File: config.mk
export PLATFORM = sky130hd
export DESIGN_NAME = scid_top
export DESIGN_NICKNAME = d
export VERILOG_FILES = /design/src/logic/scid_pkg.sv /design/src/logic/scid_sync.sv /design/src/logic/scid_top.sv
export SDC_FILE = /design/constraint.sdc
export NUM_CORES = 2
export LEC_CHECK = 0
export ABC_AREA = 1
export BUFFER_PORTS_ARGS = -buffer_cell sky130_fd_sc_hd__buf_2
export CAP_MARGIN = 20
export CORE_ASPECT_RATIO = 0.7
export CORE_MARGIN = 2
export CORE_UTILIZATION = 40
export CTS_CLUSTER_DIAMETER = 150
export DETAILED_ROUTE_END_ITERATION = 10
export HOLD_SLACK_MARGIN = 0.1
export SETUP_SLACK_MARGIN = 0.02
export SYNTH_ARGS = -nofsm -noshare
export SYNTH_HDL_FRONTEND = slang
export SYNTH_HIERARCHICAL = 1
export SYNTH_SLANG_ARGS = --single-unit
File: constraint.sdc
create_clock -name clk_sys -period 5.5 [get_ports clk_sys]
set_clock_uncertainty 0.2 [all_clocks]
set_input_delay 0.825 -clock clk_sys [delete_from_list [all_inputs] [get_ports clk_sys]]
set_output_delay 0.825 -clock clk_sys [all_outputs]
set_load 0.01 [all_outputs]
File: src/logic/scid_pkg.sv
// constants, register map and carrier types of the servo command input decoder
package scid_pkg;
  localparam int CLK_PERIOD_NS  = 100;
  // shortest pulse spacing at the rated maximum of each path, in ns
  localparam int LR_PERIOD_NS   = 250;
  localparam int PC_PERIOD_NS   = 2000;
  localparam int OC_PERIOD_NS   = 5000;
  localparam logic [7:0] LR_MIN_CYC = 8'(LR_PERIOD_NS / CLK_PERIOD_NS);
  localparam logic [7:0] PC_MIN_CYC = 8'(PC_PERIOD_NS / CLK_PERIOD_NS);
  localparam logic [7:0] OC_MIN_CYC = 8'(OC_PERIOD_NS / CLK_PERIOD_NS);
  localparam logic [3:0] BURST_GAP_CYC  = 4'h4;
  localparam logic [1:0] STRAP_WAIT_CYC = 2'h3;

  localparam int N_TERM = 10;
  localparam int SYNC_W = 16;

  localparam logic [7:0] ADDR_CONFIG    = 8'h00;
  localparam logic [7:0] ADDR_SPD_SCALE = 8'h04;
  localparam logic [7:0] ADDR_TRQ_SCALE = 8'h08;
  localparam logic [7:0] ADDR_TLM_SCALE = 8'h0C;
  localparam logic [7:0] ADDR_ASSIGN_LO = 8'h10;
  localparam logic [7:0] ADDR_ASSIGN_HI = 8'h14;
  localparam logic [7:0] ADDR_STATUS    = 8'h18;
  localparam logic [7:0] ADDR_POSITION  = 8'h1C;

  localparam int STAT_ALARM_BIT = 3;
  localparam int STAT_RATE_BIT  = 4;

  localparam logic [31:0] RST_CONFIG    = 32'h0000_0000;
  localparam logic [15:0] RST_SCALE     = 16'h0100;
  // terminal 0 reverse overtravel, terminal 1 forward overtravel, terminal 5 run
  localparam logic [29:0] RST_ASSIGN_LO = 30'h0200_0043;
  localparam logic [19:0] RST_ASSIGN_HI = 20'h0_0000;

  localparam logic [3:0] FN_NONE   = 4'h0;
  localparam logic [3:0] FN_RUN    = 4'h1;
  localparam logic [3:0] FN_FWD_OT = 4'h2;
  localparam logic [3:0] FN_REV_OT = 4'h3;

  localparam logic [1:0] MODE_POS    = 2'h0;
  localparam logic [1:0] MODE_SPEED  = 2'h1;
  localparam logic [1:0] MODE_TORQUE = 2'h2;

  typedef enum logic [1:0] {
    ABS_IDLE   = 2'b00,
    ABS_SERIAL = 2'b01,
    ABS_BURST  = 2'b10,
    ABS_DONE   = 2'b11
  } scid_abs_e;

  typedef struct packed {
    logic       open_collector;
    logic [2:0] torque_limit_select;
    logic [1:0] torque_cmd_speed_limit_select;
    logic [1:0] overtravel_stop_select;
    logic [1:0] drive_prohibit_select;
    logic       absolute_iface_select;
    logic [1:0] pulse_mode_select;
    logic       pulse_direction_invert;
    logic       pulse_path_select;
  } scid_cfg_s;

  typedef struct packed {
    logic              speed_cmd_valid;
    logic              torque_cmd_valid;
    logic              speed_limit_valid;
    logic              fwd_limit_valid;
    logic              rev_limit_valid;
    logic signed [15:0] speed_cmd;
    logic signed [15:0] torque_cmd;
    logic signed [15:0] speed_limit;
    logic signed [15:0] fwd_limit;
    logic signed [15:0] rev_limit;
  } scid_analog_s;
endpackage : scid_pkg

File: src/logic/scid_sync.sv
// two-stage synchroniser for a group of asynchronous inputs
`timescale 1ns/100ps
module scid_sync #(
  parameter int W = 16
) (
  input  wire logic         clk_sys,
  input  wire logic         rst_n,
  input  wire logic         clk_en,
  input  wire logic [W-1:0] async_in,
  output logic      [W-1:0] sync_out
);
  logic [W-1:0] stage1;

  always_ff @(posedge clk_sys) begin
    if (!rst_n) begin
      stage1   <= '0;
      sync_out <= '0;
    end else if (clk_en) begin
      stage1   <= async_in;
      sync_out <= stage1;
    end
  end
endmodule : scid_sync

File: src/logic/scid_top.sv
// servo command input decoder: pulse decode, sequence inputs, absolute start-up and analog routing
//
// The address map and the plain strobed port were decided locally.
`timescale 1ns/100ps
module scid_top (
  input  wire logic                  clk_sys,
  input  wire logic                  rst_n,
  input  wire logic                  clk_en,
  input  wire logic [7:0]            reg_addr,
  input  wire logic [31:0]           reg_wdata,
  input  wire logic                  reg_wr,
  input  wire logic                  reg_rd,
  output logic      [31:0]           reg_rdata,
  input  wire logic                  lr_phase_a,
  input  wire logic                  lr_phase_b,
  input  wire logic                  pc_led_a,
  input  wire logic                  pc_led_b,
  input  wire logic [9:0]            seq_terminal,
  input  wire logic                  sensor_on_input,
  input  wire logic                  encoder_connected,
  input  wire logic                  encoder_ready,
  input  wire logic                  abs_serial_done,
  input  wire logic [15:0]           single_turn_pos,
  input  wire logic [1:0]            control_mode,
  input  wire logic signed [11:0]    analog_in1,
  input  wire logic signed [11:0]    analog_in2,
  input  wire logic signed [11:0]    analog_in3,
  output logic                       cmd_step,
  output logic                       cmd_forward,
  output logic                       drive_enable,
  output logic                       abs_serial_start,
  output logic                       abs_inc_pulse,
  output logic                       fwd_stop_request,
  output logic                       rev_stop_request,
  output logic      [1:0]            stop_action,
  output logic                       overtravel_protection_alarm,
  output scid_pkg::scid_analog_s     analog_route
);
  scid_pkg::scid_cfg_s    cfg;
  logic [15:0]            speed_cmd_scale;
  logic [15:0]            torque_cmd_scale;
  logic [15:0]            analog_torque_limit_scale;
  logic [29:0]            assign_lo;
  logic [19:0]            assign_hi;
  logic                   rate_error;
  logic [31:0]            position;
  logic [7:0]             gap_cnt;
  logic                   prev_a;
  logic                   prev_b;
  logic                   enc_present;
  logic                   enc_captured;
  logic [1:0]             strap_cnt;
  logic                   sensor_ok_d;
  scid_pkg::scid_abs_e    abs_state;
  scid_pkg::scid_abs_e    next_abs_state;
  logic [15:0]            burst_left;
  logic [3:0]             burst_gap;

  // synchronised pin images
  logic [15:0]            pins_raw;
  logic [15:0]            pins_s;
  assign pins_raw = {sensor_on_input, encoder_connected, lr_phase_a, lr_phase_b,
                     pc_led_a, pc_led_b, seq_terminal};

  scid_sync #(.W(scid_pkg::SYNC_W)) u_sync (
    .clk_sys  (clk_sys),
    .rst_n    (rst_n),
    .clk_en   (clk_en),
    .async_in (pins_raw),
    .sync_out (pins_s)
  );

  wire       sen_s   = pins_s[15];
  wire       encc_s  = pins_s[14];
  // photocoupler level is high while the LED conducts
  wire       a_sel   = cfg.pulse_path_select ? pins_s[13] : pins_s[11];
  wire       b_sel   = cfg.pulse_path_select ? pins_s[12] : pins_s[10];
  wire [9:0] term_s  = pins_s[9:0];

  // pulse decode
  wire [3:0] quad_tr = {prev_a, prev_b, a_sel, b_sel};
  wire       quad_f  = (quad_tr == 4'h2) || (quad_tr == 4'hB) || (quad_tr == 4'hD) || (quad_tr == 4'h4);
  wire       quad_r  = (quad_tr == 4'h1) || (quad_tr == 4'h7) || (quad_tr == 4'hE) || (quad_tr == 4'h8);
  wire       rise_a  = a_sel && !prev_a;
  wire       rise_b  = b_sel && !prev_b;
  logic      raw_step;
  logic      raw_fwd;
  always_comb begin
    raw_step = 1'b0;
    raw_fwd  = 1'b0;
    case (cfg.pulse_mode_select)
      2'h1: begin
        raw_step = rise_a ^ rise_b;
        raw_fwd  = rise_b;
      end
      2'h3: begin
        raw_step = rise_a;
        raw_fwd  = b_sel;
      end
      default: begin
        raw_step = quad_f || quad_r;
        raw_fwd  = quad_f;
      end
    endcase
  end

  wire       dir_fwd  = raw_fwd ^ cfg.pulse_direction_invert;
  wire [7:0] min_gap  = cfg.pulse_path_select ? scid_pkg::LR_MIN_CYC :
                        (cfg.open_collector ? scid_pkg::OC_MIN_CYC : scid_pkg::PC_MIN_CYC);
  // quadrature edges come four per pulse, so spacing is checked on pulse lines only
  wire       pulse_md = cfg.pulse_mode_select[0];
  // no decoding until the synchroniser and previous-level flops hold real pin levels after reset
  wire       step_ok  = raw_step && enc_captured;
  wire       too_fast = step_ok && pulse_md && (gap_cnt < min_gap);

  always_ff @(posedge clk_sys) begin
    if (!rst_n) begin
      prev_a      <= 1'b0;
      prev_b      <= 1'b0;
      cmd_step    <= 1'b0;
      cmd_forward <= 1'b0;
      gap_cnt     <= 8'hFF;
      position    <= 32'h0000_0000;
    end else if (clk_en) begin
      prev_a      <= a_sel;
      prev_b      <= b_sel;
      cmd_step    <= step_ok;
      cmd_forward <= dir_fwd;
      if (step_ok) begin
        gap_cnt  <= 8'h01;
        position <= dir_fwd ? position + 32'h0000_0001 : position - 32'h0000_0001;
      end else if (gap_cnt != 8'hFF) begin
        gap_cnt <= gap_cnt + 8'h01;
      end
    end
  end

  // sequence terminal function resolution
  wire [49:0] assign_all = {assign_hi, assign_lo};
  logic [9:0] t_run;
  logic [9:0] t_fot;
  logic [9:0] t_rot;
  logic [9:0] t_is_run;
  genvar gi;
  generate
    for (gi = 0; gi < scid_pkg::N_TERM; gi++) begin : g_term
      wire [3:0] fn  = assign_all[5*gi +: 4];
      wire       lvl = term_s[gi] ^ assign_all[5*gi + 4];
      assign t_is_run[gi] = (fn == scid_pkg::FN_RUN);
      assign t_run[gi]    = t_is_run[gi] && lvl;
      assign t_fot[gi]    = (fn == scid_pkg::FN_FWD_OT) && lvl;
      assign t_rot[gi]    = (fn == scid_pkg::FN_REV_OT) && lvl;
    end
  endgenerate

  wire run_assigned = |t_is_run;
  wire run_active   = |t_run;
  wire fwd_ot       = |t_fot;
  wire rev_ot       = |t_rot;

  // encoder presence is caught once, shortly after reset release
  always_ff @(posedge clk_sys) begin
    if (!rst_n) begin
      strap_cnt    <= 2'h0;
      enc_captured <= 1'b0;
      enc_present  <= 1'b0;
    end else if (clk_en && !enc_captured) begin
      if (strap_cnt == scid_pkg::STRAP_WAIT_CYC) begin
        enc_captured <= 1'b1;
        enc_present  <= encc_s;
      end else begin
        strap_cnt <= strap_cnt + 2'h1;
      end
    end
  end

  wire sensor_ok = cfg.absolute_iface_select && enc_captured && enc_present && sen_s;

  // absolute start-up sequence
  always_comb begin
    next_abs_state = abs_state;
    case (abs_state)
      scid_pkg::ABS_IDLE:   if (sensor_ok && !sensor_ok_d) next_abs_state = scid_pkg::ABS_SERIAL;
      scid_pkg::ABS_SERIAL: if (abs_serial_done) next_abs_state = scid_pkg::ABS_BURST;
      scid_pkg::ABS_BURST:  if (burst_left == 16'h0000) next_abs_state = scid_pkg::ABS_DONE;
      scid_pkg::ABS_DONE:   next_abs_state = abs_state;
      default:              next_abs_state = scid_pkg::ABS_IDLE;
    endcase
    if (!sensor_ok) next_abs_state = scid_pkg::ABS_IDLE;
  end

  wire burst_fire = (abs_state == scid_pkg::ABS_BURST) && (burst_left != 16'h0000) &&
                    (burst_gap == scid_pkg::BURST_GAP_CYC);

  always_ff @(posedge clk_sys) begin
    if (!rst_n) begin
      abs_state        <= scid_pkg::ABS_IDLE;
      sensor_ok_d      <= 1'b0;
      abs_serial_start <= 1'b0;
      abs_inc_pulse    <= 1'b0;
      burst_left       <= 16'h0000;
      burst_gap        <= 4'h0;
    end else if (clk_en) begin
      abs_state        <= next_abs_state;
      sensor_ok_d      <= sensor_ok;
      abs_serial_start <= (abs_state == scid_pkg::ABS_IDLE) && (next_abs_state == scid_pkg::ABS_SERIAL);
      abs_inc_pulse    <= burst_fire;
      if (abs_state == scid_pkg::ABS_SERIAL) begin
        burst_left <= single_turn_pos;
        burst_gap  <= 4'h0;
      end else if (burst_fire) begin
        burst_left <= burst_left - 16'h0001;
        burst_gap  <= 4'h0;
      end else if (burst_gap != scid_pkg::BURST_GAP_CYC) begin
        burst_gap <= burst_gap + 4'h1;
      end
    end
  end

  // drive enable and overtravel handling
  wire abs_ready  = !cfg.absolute_iface_select ||
                    (sensor_ok && encoder_ready && (abs_state == scid_pkg::ABS_DONE));
  wire ot_stop_md = (cfg.drive_prohibit_select == 2'h1);
  wire ot_alm_md  = (cfg.drive_prohibit_select == 2'h2);
  wire alarm_set  = ot_alm_md && (fwd_ot || rev_ot);
  wire alarm_clr  = reg_wr && (reg_addr == scid_pkg::ADDR_STATUS) && reg_wdata[scid_pkg::STAT_ALARM_BIT];
  wire rate_clr   = reg_wr && (reg_addr == scid_pkg::ADDR_STATUS) && reg_wdata[scid_pkg::STAT_RATE_BIT];
  wire next_drive = run_assigned && run_active && abs_ready &&
                    !overtravel_protection_alarm;

  always_ff @(posedge clk_sys) begin
    if (!rst_n) begin
      drive_enable                <= 1'b0;
      fwd_stop_request            <= 1'b0;
      rev_stop_request            <= 1'b0;
      stop_action                 <= 2'h0;
      overtravel_protection_alarm <= 1'b0;
      rate_error                  <= 1'b0;
    end else if (clk_en) begin
      drive_enable     <= next_drive;
      fwd_stop_request <= ot_stop_md && fwd_ot;
      rev_stop_request <= ot_stop_md && rev_ot;
      stop_action      <= cfg.overtravel_stop_select;
      // a set in the clearing cycle wins
      overtravel_protection_alarm <= alarm_set || (overtravel_protection_alarm && !alarm_clr);
      rate_error                  <= too_fast || (rate_error && !rate_clr);
    end
  end

  // analog routing
  function automatic logic signed [15:0] scale_it(input logic signed [11:0] a, input logic [15:0] s);
    logic signed [28:0] p;
    p = a * $signed({1'b0, s});
    return p[23:8];
  endfunction

  wire torque_md = (control_mode == scid_pkg::MODE_TORQUE);
  wire speed_md  = (control_mode == scid_pkg::MODE_SPEED);
  wire tcs_one   = (cfg.torque_cmd_speed_limit_select == 2'h1);
  wire tls_sep   = (cfg.torque_limit_select == 3'h0) || (cfg.torque_limit_select == 3'h4);
  wire tls_both  = (cfg.torque_limit_select == 3'h5);
  scid_pkg::scid_analog_s next_route;
  always_comb begin
    next_route                   = '0;
    next_route.speed_cmd_valid   = speed_md;
    next_route.speed_cmd         = scale_it(analog_in1, speed_cmd_scale);
    next_route.speed_limit_valid = torque_md && tcs_one;
    next_route.speed_limit       = scale_it(analog_in1, speed_cmd_scale);
    next_route.torque_cmd_valid  = torque_md;
    next_route.torque_cmd        = tcs_one ? scale_it(analog_in2, torque_cmd_scale)
                                           : scale_it(analog_in1, torque_cmd_scale);
    next_route.fwd_limit_valid   = !torque_md && (tls_sep || tls_both);
    next_route.fwd_limit         = scale_it(analog_in2, analog_torque_limit_scale);
    next_route.rev_limit_valid   = !torque_md && (tls_sep || tls_both);
    next_route.rev_limit         = tls_both ? scale_it(analog_in2, analog_torque_limit_scale)
                                            : scale_it(analog_in3, analog_torque_limit_scale);
  end

  always_ff @(posedge clk_sys) begin
    if (!rst_n) analog_route <= '0;
    else if (clk_en) analog_route <= next_route;
  end

  // register port
  wire [31:0] status_word = {23'h0, rev_stop_request, fwd_stop_request, (abs_state != scid_pkg::ABS_IDLE),
                             enc_present, rate_error, overtravel_protection_alarm, run_active,
                             sensor_ok, drive_enable};
  logic [31:0] rd_mux;
  always_comb begin
    case (reg_addr)
      scid_pkg::ADDR_CONFIG:    rd_mux = {17'h0, cfg};
      scid_pkg::ADDR_SPD_SCALE: rd_mux = {16'h0, speed_cmd_scale};
      scid_pkg::ADDR_TRQ_SCALE: rd_mux = {16'h0, torque_cmd_scale};
      scid_pkg::ADDR_TLM_SCALE: rd_mux = {16'h0, analog_torque_limit_scale};
      scid_pkg::ADDR_ASSIGN_LO: rd_mux = {2'h0, assign_lo};
      scid_pkg::ADDR_ASSIGN_HI: rd_mux = {12'h0, assign_hi};
      scid_pkg::ADDR_STATUS:    rd_mux = status_word;
      scid_pkg::ADDR_POSITION:  rd_mux = position;
      default:                  rd_mux = 32'h0000_0000;
    endcase
  end

  always_ff @(posedge clk_sys) begin
    if (!rst_n) begin
      cfg                       <= scid_pkg::RST_CONFIG[14:0];
      speed_cmd_scale           <= scid_pkg::RST_SCALE;
      torque_cmd_scale          <= scid_pkg::RST_SCALE;
      analog_torque_limit_scale <= scid_pkg::RST_SCALE;
      assign_lo                 <= scid_pkg::RST_ASSIGN_LO;
      assign_hi                 <= scid_pkg::RST_ASSIGN_HI;
      reg_rdata                 <= 32'h0000_0000;
    end else if (clk_en) begin
      reg_rdata <= reg_rd ? rd_mux : 32'h0000_0000;
      if (reg_wr) begin
        case (reg_addr)
          scid_pkg::ADDR_CONFIG:    cfg                       <= reg_wdata[14:0];
          scid_pkg::ADDR_SPD_SCALE: speed_cmd_scale           <= reg_wdata[15:0];
          scid_pkg::ADDR_TRQ_SCALE: torque_cmd_scale          <= reg_wdata[15:0];
          scid_pkg::ADDR_TLM_SCALE: analog_torque_limit_scale <= reg_wdata[15:0];
          scid_pkg::ADDR_ASSIGN_LO: assign_lo                 <= reg_wdata[29:0];
          scid_pkg::ADDR_ASSIGN_HI: assign_hi                 <= reg_wdata[19:0];
          default: ;
        endcase
      end
    end
  end

  // checks
  a_run_needs_sensor: assert property (@(posedge clk_sys) disable iff (!rst_n)
    drive_enable && $past(cfg.absolute_iface_select) |-> $past(sensor_ok) && $past(encoder_ready))
    else $error("drive enabled without sensor-on and encoder ready");
  a_unassigned_off: assert property (@(posedge clk_sys) disable iff (!rst_n)
    clk_en && !run_assigned |=> !drive_enable)
    else $error("drive enabled with run unassigned");
  a_drive_needs_run: assert property (@(posedge clk_sys) disable iff (!rst_n)
    $rose(drive_enable) |-> $past(run_active))
    else $error("drive enabled without run command");
  a_alarm_on_ot: assert property (@(posedge clk_sys) disable iff (!rst_n)
    clk_en && ot_alm_md && (fwd_ot || rev_ot) |=> overtravel_protection_alarm ##1 !drive_enable)
    else $error("overtravel did not raise alarm");
  a_ot_default_idle: assert property (@(posedge clk_sys) disable iff (!rst_n)
    clk_en && (cfg.drive_prohibit_select == 2'h0) && !alarm_set && !overtravel_protection_alarm
    |=> !fwd_stop_request && !rev_stop_request && !overtravel_protection_alarm)
    else $error("overtravel acted in default setting");
  a_stop_request: assert property (@(posedge clk_sys) disable iff (!rst_n)
    clk_en && ot_stop_md && fwd_ot |=> fwd_stop_request && (stop_action == $past(cfg.overtravel_stop_select)))
    else $error("overtravel stop not requested");
  a_sensor_gated: assert property (@(posedge clk_sys) disable iff (!rst_n)
    !cfg.absolute_iface_select |-> !sensor_ok)
    else $error("sensor-on honoured while absolute interface off");
  a_enc_absent_ignore: assert property (@(posedge clk_sys) disable iff (!rst_n)
    enc_captured && !enc_present |-> (abs_state == scid_pkg::ABS_IDLE) && !abs_serial_start)
    else $error("sensor-on acted with encoder absent");
  a_dir_invert: assert property (@(posedge clk_sys) disable iff (!rst_n)
    clk_en && step_ok |=> cmd_step && (cmd_forward == ($past(raw_fwd) ^ $past(cfg.pulse_direction_invert))))
    else $error("decoded direction wrong");
  a_serial_first: assert property (@(posedge clk_sys) disable iff (!rst_n)
    abs_inc_pulse |-> $past(abs_state) == scid_pkg::ABS_BURST)
    else $error("incremental burst outside burst phase");
  a_speed_route: assert property (@(posedge clk_sys) disable iff (!rst_n)
    clk_en && speed_md |=> analog_route.speed_cmd_valid && !analog_route.torque_cmd_valid)
    else $error("speed command not routed");
endmodule : scid_top

==> metrics.md <==
| Metric | Value |
|---|---|
| F_max | approximately 0.19 GHz |
| Worst slew pin tran | 1.03 ns |
| Slew margin rel. | between 30% and 40% |
| Post-synth EDFFs | 0 |
| CTS Buf Count | 39 |
| Global-route usage over all layers | around a quarter |
| Die X | ~410 um |
| Clock power share | 35.7% |
| CP Launch Type | flop |
| Core area | approximately 120000 um2 |
| Initial Utilization | around 40% |
| PwrDens | 146 nW/um2 |
| Reg2Reg Depth | 25 |
| Routability cong. | slightly above 1 |
| Yosys cell types | 59 |
| Largest cells by area after synthesis | fa_1, dfxtp_1, nand2_1 |
| DIE AREA | ~120000 um2 |
| Synth Warn # | 6 |
| Share of the synthesized area in the top cell type | between 20% and 30% |
| Total iterations of the first detailed-routing run | 7 |
| Crit share post-route | between 90% and 100% |
| Post-synth ARST share | 0% |
| Vias | about 43000 |
| # IOs | 244 |
| Hold depth | 2 |
| Commonest cells in the netlist | nand2_1, inv_1, fa_1 |
| Antenna Nets Post-Route | 0 |
| Most frequent cell after synthesis | nand2_1 |
| Syn nets | approximately 7700 |
| Final Critical Period | between 5 and 6 ns |
| HP Class | flop to flop |
| Worst Setup End Kind | flop |
| Worst Hold Endpoint | sensor_ok_d |
| Worst Min Path Start | sensor_ok_d |
| Leak Pwr | around 30 nW |
| Max Cap Viol | 0 |
| Fin Hold WS | 0.254 ns |
| Seq/Total Area, Yosys | about 14% |
| Worst path most repeated cell | inv_1 |
| Status | finished clean |
| Hold Vio Cnt, Final | 0 |
| GRT overflow | 0 |
| Routed wire length | about 150000 um |
| Post-DP HPWL | 121000 um |
| Initial drt markers | about 3600 |
| CTS sink cnt | about 330 |
| Reg2reg start | torque_cmd_scale[5] |
| Port Buffers | 241 |
| Die Span Y | around 290 um |
| Largest net degree at the start of global routing | a little under 100 |
| Pins Over Slew Limit | 0 |
| Initial antenna violation count | 11 |
| Int Pwr | 5.13 mW |
| Worst skew pair latency | ~0.6 ns |
| Critical path arrival | roughly 5.6 ns |
| Root buf cell | clkbuf_16 |
| Post-synth top flop | dfxtp_1 |
| Crit Path Class | flop to flop |
| Max H-tree Level | 2 |
| Final #Nets | about 8000 |
| CTS clk-pin slew, worst paths | 0.07 ns |
| # DRC | 0 |
| TNS Setup | 0 ns |
| FF-to-FF End | analog_route[56] |
| Synth Instances | 6620 |
| Syn_area_per_cell | roughly 7 um2 |
| Critical-path cell with the highest stage delay | fa_1 |
| Share of cells above drive strength 1 | about an eighth |
| RSZ-0062 raised after global routing | yes |
| Row count | around 100 |
| Synthesis-to-layout area growth | 16.4% |
| Synth Register Bits | between 300 and 400 |
| Netlist Area Pre-Place | 46700 um2 |
| Flop pwr share | a little under a third |
| First-pass GRT wire length | roughly 240000 um |
| Routed vias/inst | 4.98 |
| Post-Route Utilization | 47.1% |
| Slowest stage delay, CP | 0.53 ns |
| Worst Path Required | 5.84 ns |
| Max rail drop VDD | 0.000254 V |
| Clock buffer depth | 3 |
| WL per Instance | approximately 17 um |
| Finish-stage setup viols | 0 |
| Total net switching power | approximately 2.8 mW |
| CTS tree | done |
| Switching fraction of total power | approximately 35% |
| Most area-hungry cell type in the Yosys netlist | fa_1 |
| Critical-path maximum fanout | 13 |
| R2r setup slk | about 0.26 ns |
| Vias in the first global route | approximately 43000 |
| Combinational share of power | 32.5% |
==> flip-flops by register name (all words and copies together) (netlist names), 2 cells and up <==
| register | cells |
|---|---|
| analog_route | 68 |
| position | 32 |
| reg_rdata | 32 |
| assign_lo | 30 |
| assign_hi | 20 |
| analog_torque_limit_scale | 16 |
| burst_left | 16 |
| speed_cmd_scale | 16 |
| torque_cmd_scale | 16 |
| u_sync/stage1 | 16 |
| u_sync/sync_out | 16 |
| cfg | 15 |
| gap_cnt | 8 |
| burst_gap | 4 |
| abs_state | 2 |
| stop_action | 2 |
| strap_cnt | 2 |
==> critical path, delay by kind of cell, from the launching register on <==
family                     cells  cell delay [ns]
DFF                            1             0.36
xor gates and xnor gates       1             0.23
adders and majority gates      6             2.77
and+or+nand+nor                9             0.88
buffers and inverters          9             0.73
==> logic make-up after synthesis <==
family / count (synthesis) / synth area share (%)
muxes: 2 / 0.0429
AOI/OAI and AO/OA: 731 / 8.61
DFF: 325 / 13.9
adders and majority gates: 1004 / 37.8
and+or+nand+nor: 2586 / 22.5
buffers and inverters: 1895 / 15.7
xor gates and xnor gates: 77 / 1.44
==> layout by cell type, fill, tap and decap left out, drive strengths merged, types with 4 or more instances in the layout <==
cell type and instances:
nor3 42, a21o 15, xor2 43, nand3b 20, o2111ai 9, clkbuf 58, bufinv 5, clkinvlp 4
o22ai 26, ha 328, a21oi 315, a31oi 7, dfxtp 325, o21a 7, o21ai 277, nand2 1746
o221ai 5, o31ai 9, nand3 210, o21bai 11, nor2 484, nor4 11, inv 1593, o211ai 39
buf 705, diode 5, nand4 54, xnor2 34, fa 676, or2 12, clkinv 18
==> repair_timing <==
action / CTS / global route
setup buffers: 0 / 3
gates resized for setup: 0 / 69
hold buffers: 0 / 0
setup endpoints to repair: 0 / 47
==> worst max-delay path by stage <==
stage / startpoint / end / slack [ns] / cells past startpoint
6_report: torque_cmd_scale[5] / analog_route[56] / 0.26 / 25
5_1_grt: speed_cmd_scale[10] / analog_route[44] / 0.00006 / 19
4_1_cts: torque_cmd_scale[7] / analog_route[52] / 0.04 / 23
3_5_place_dp: analog_in1[6] / analog_route[46] / -0.42 / 24
3_3_place_gp: analog_in1[6] / analog_route[46] / -0.44 / 23
2_1_floorplan: analog_in3[7] / analog_route[14] / 0.03 / 23
==> per-stage QoR <==
| stage | power (mW) | setup slack [ns] | cell area (um2) | cells |
|---|---|---|---|---|
| 6_report | 7.94 | 0.260 | 54400 | 8650 |
| 5_1_grt | 8.38 | 0.0000613 | 54400 | 8650 |
| 4_1_cts | 7.94 | 0.0385 | 54000 | 8637 |
| 3_5_place_dp | 5.09 | -0.420 | 52700 | 8565 |
| 3_3_place_gp | 5.07 | -0.439 | 52700 | 8565 |
| 2_1_floorplan | 4.04 | 0.0259 | 46700 | 6620 |
==> power groups by stage <==
stage	clock network (mW)	registers (mW)	logic [mW]
after CTS	2.88	2.53	2.54
after floorplan	0	2.58	1.46
final	2.83	2.52	2.58
after detailed placement	0	2.58	2.51
after global placement	0	2.58	2.50
after global routing	2.97	2.53	2.88
==> layout make-up <==
class	instances	area, um2
diodes	5	12.5
inverters	1597	6000
clock buffers	49	1060
fillers	11700	61000
flip-flops and latches	325	6540
well taps	1537	1920
clock inverters	23	324
multi-input cells	4400	33000
repair buffers	714	5510
==> per-layer routing <==
metal / track usage, % / routed length (um)
met4: 4.93 / 3060
met2: 38.4 / 64600
met5: 0 / 90
met1: 36.7 / 69400
met3: 5.61 / 13400
Power figures use the tool's default switching activity.
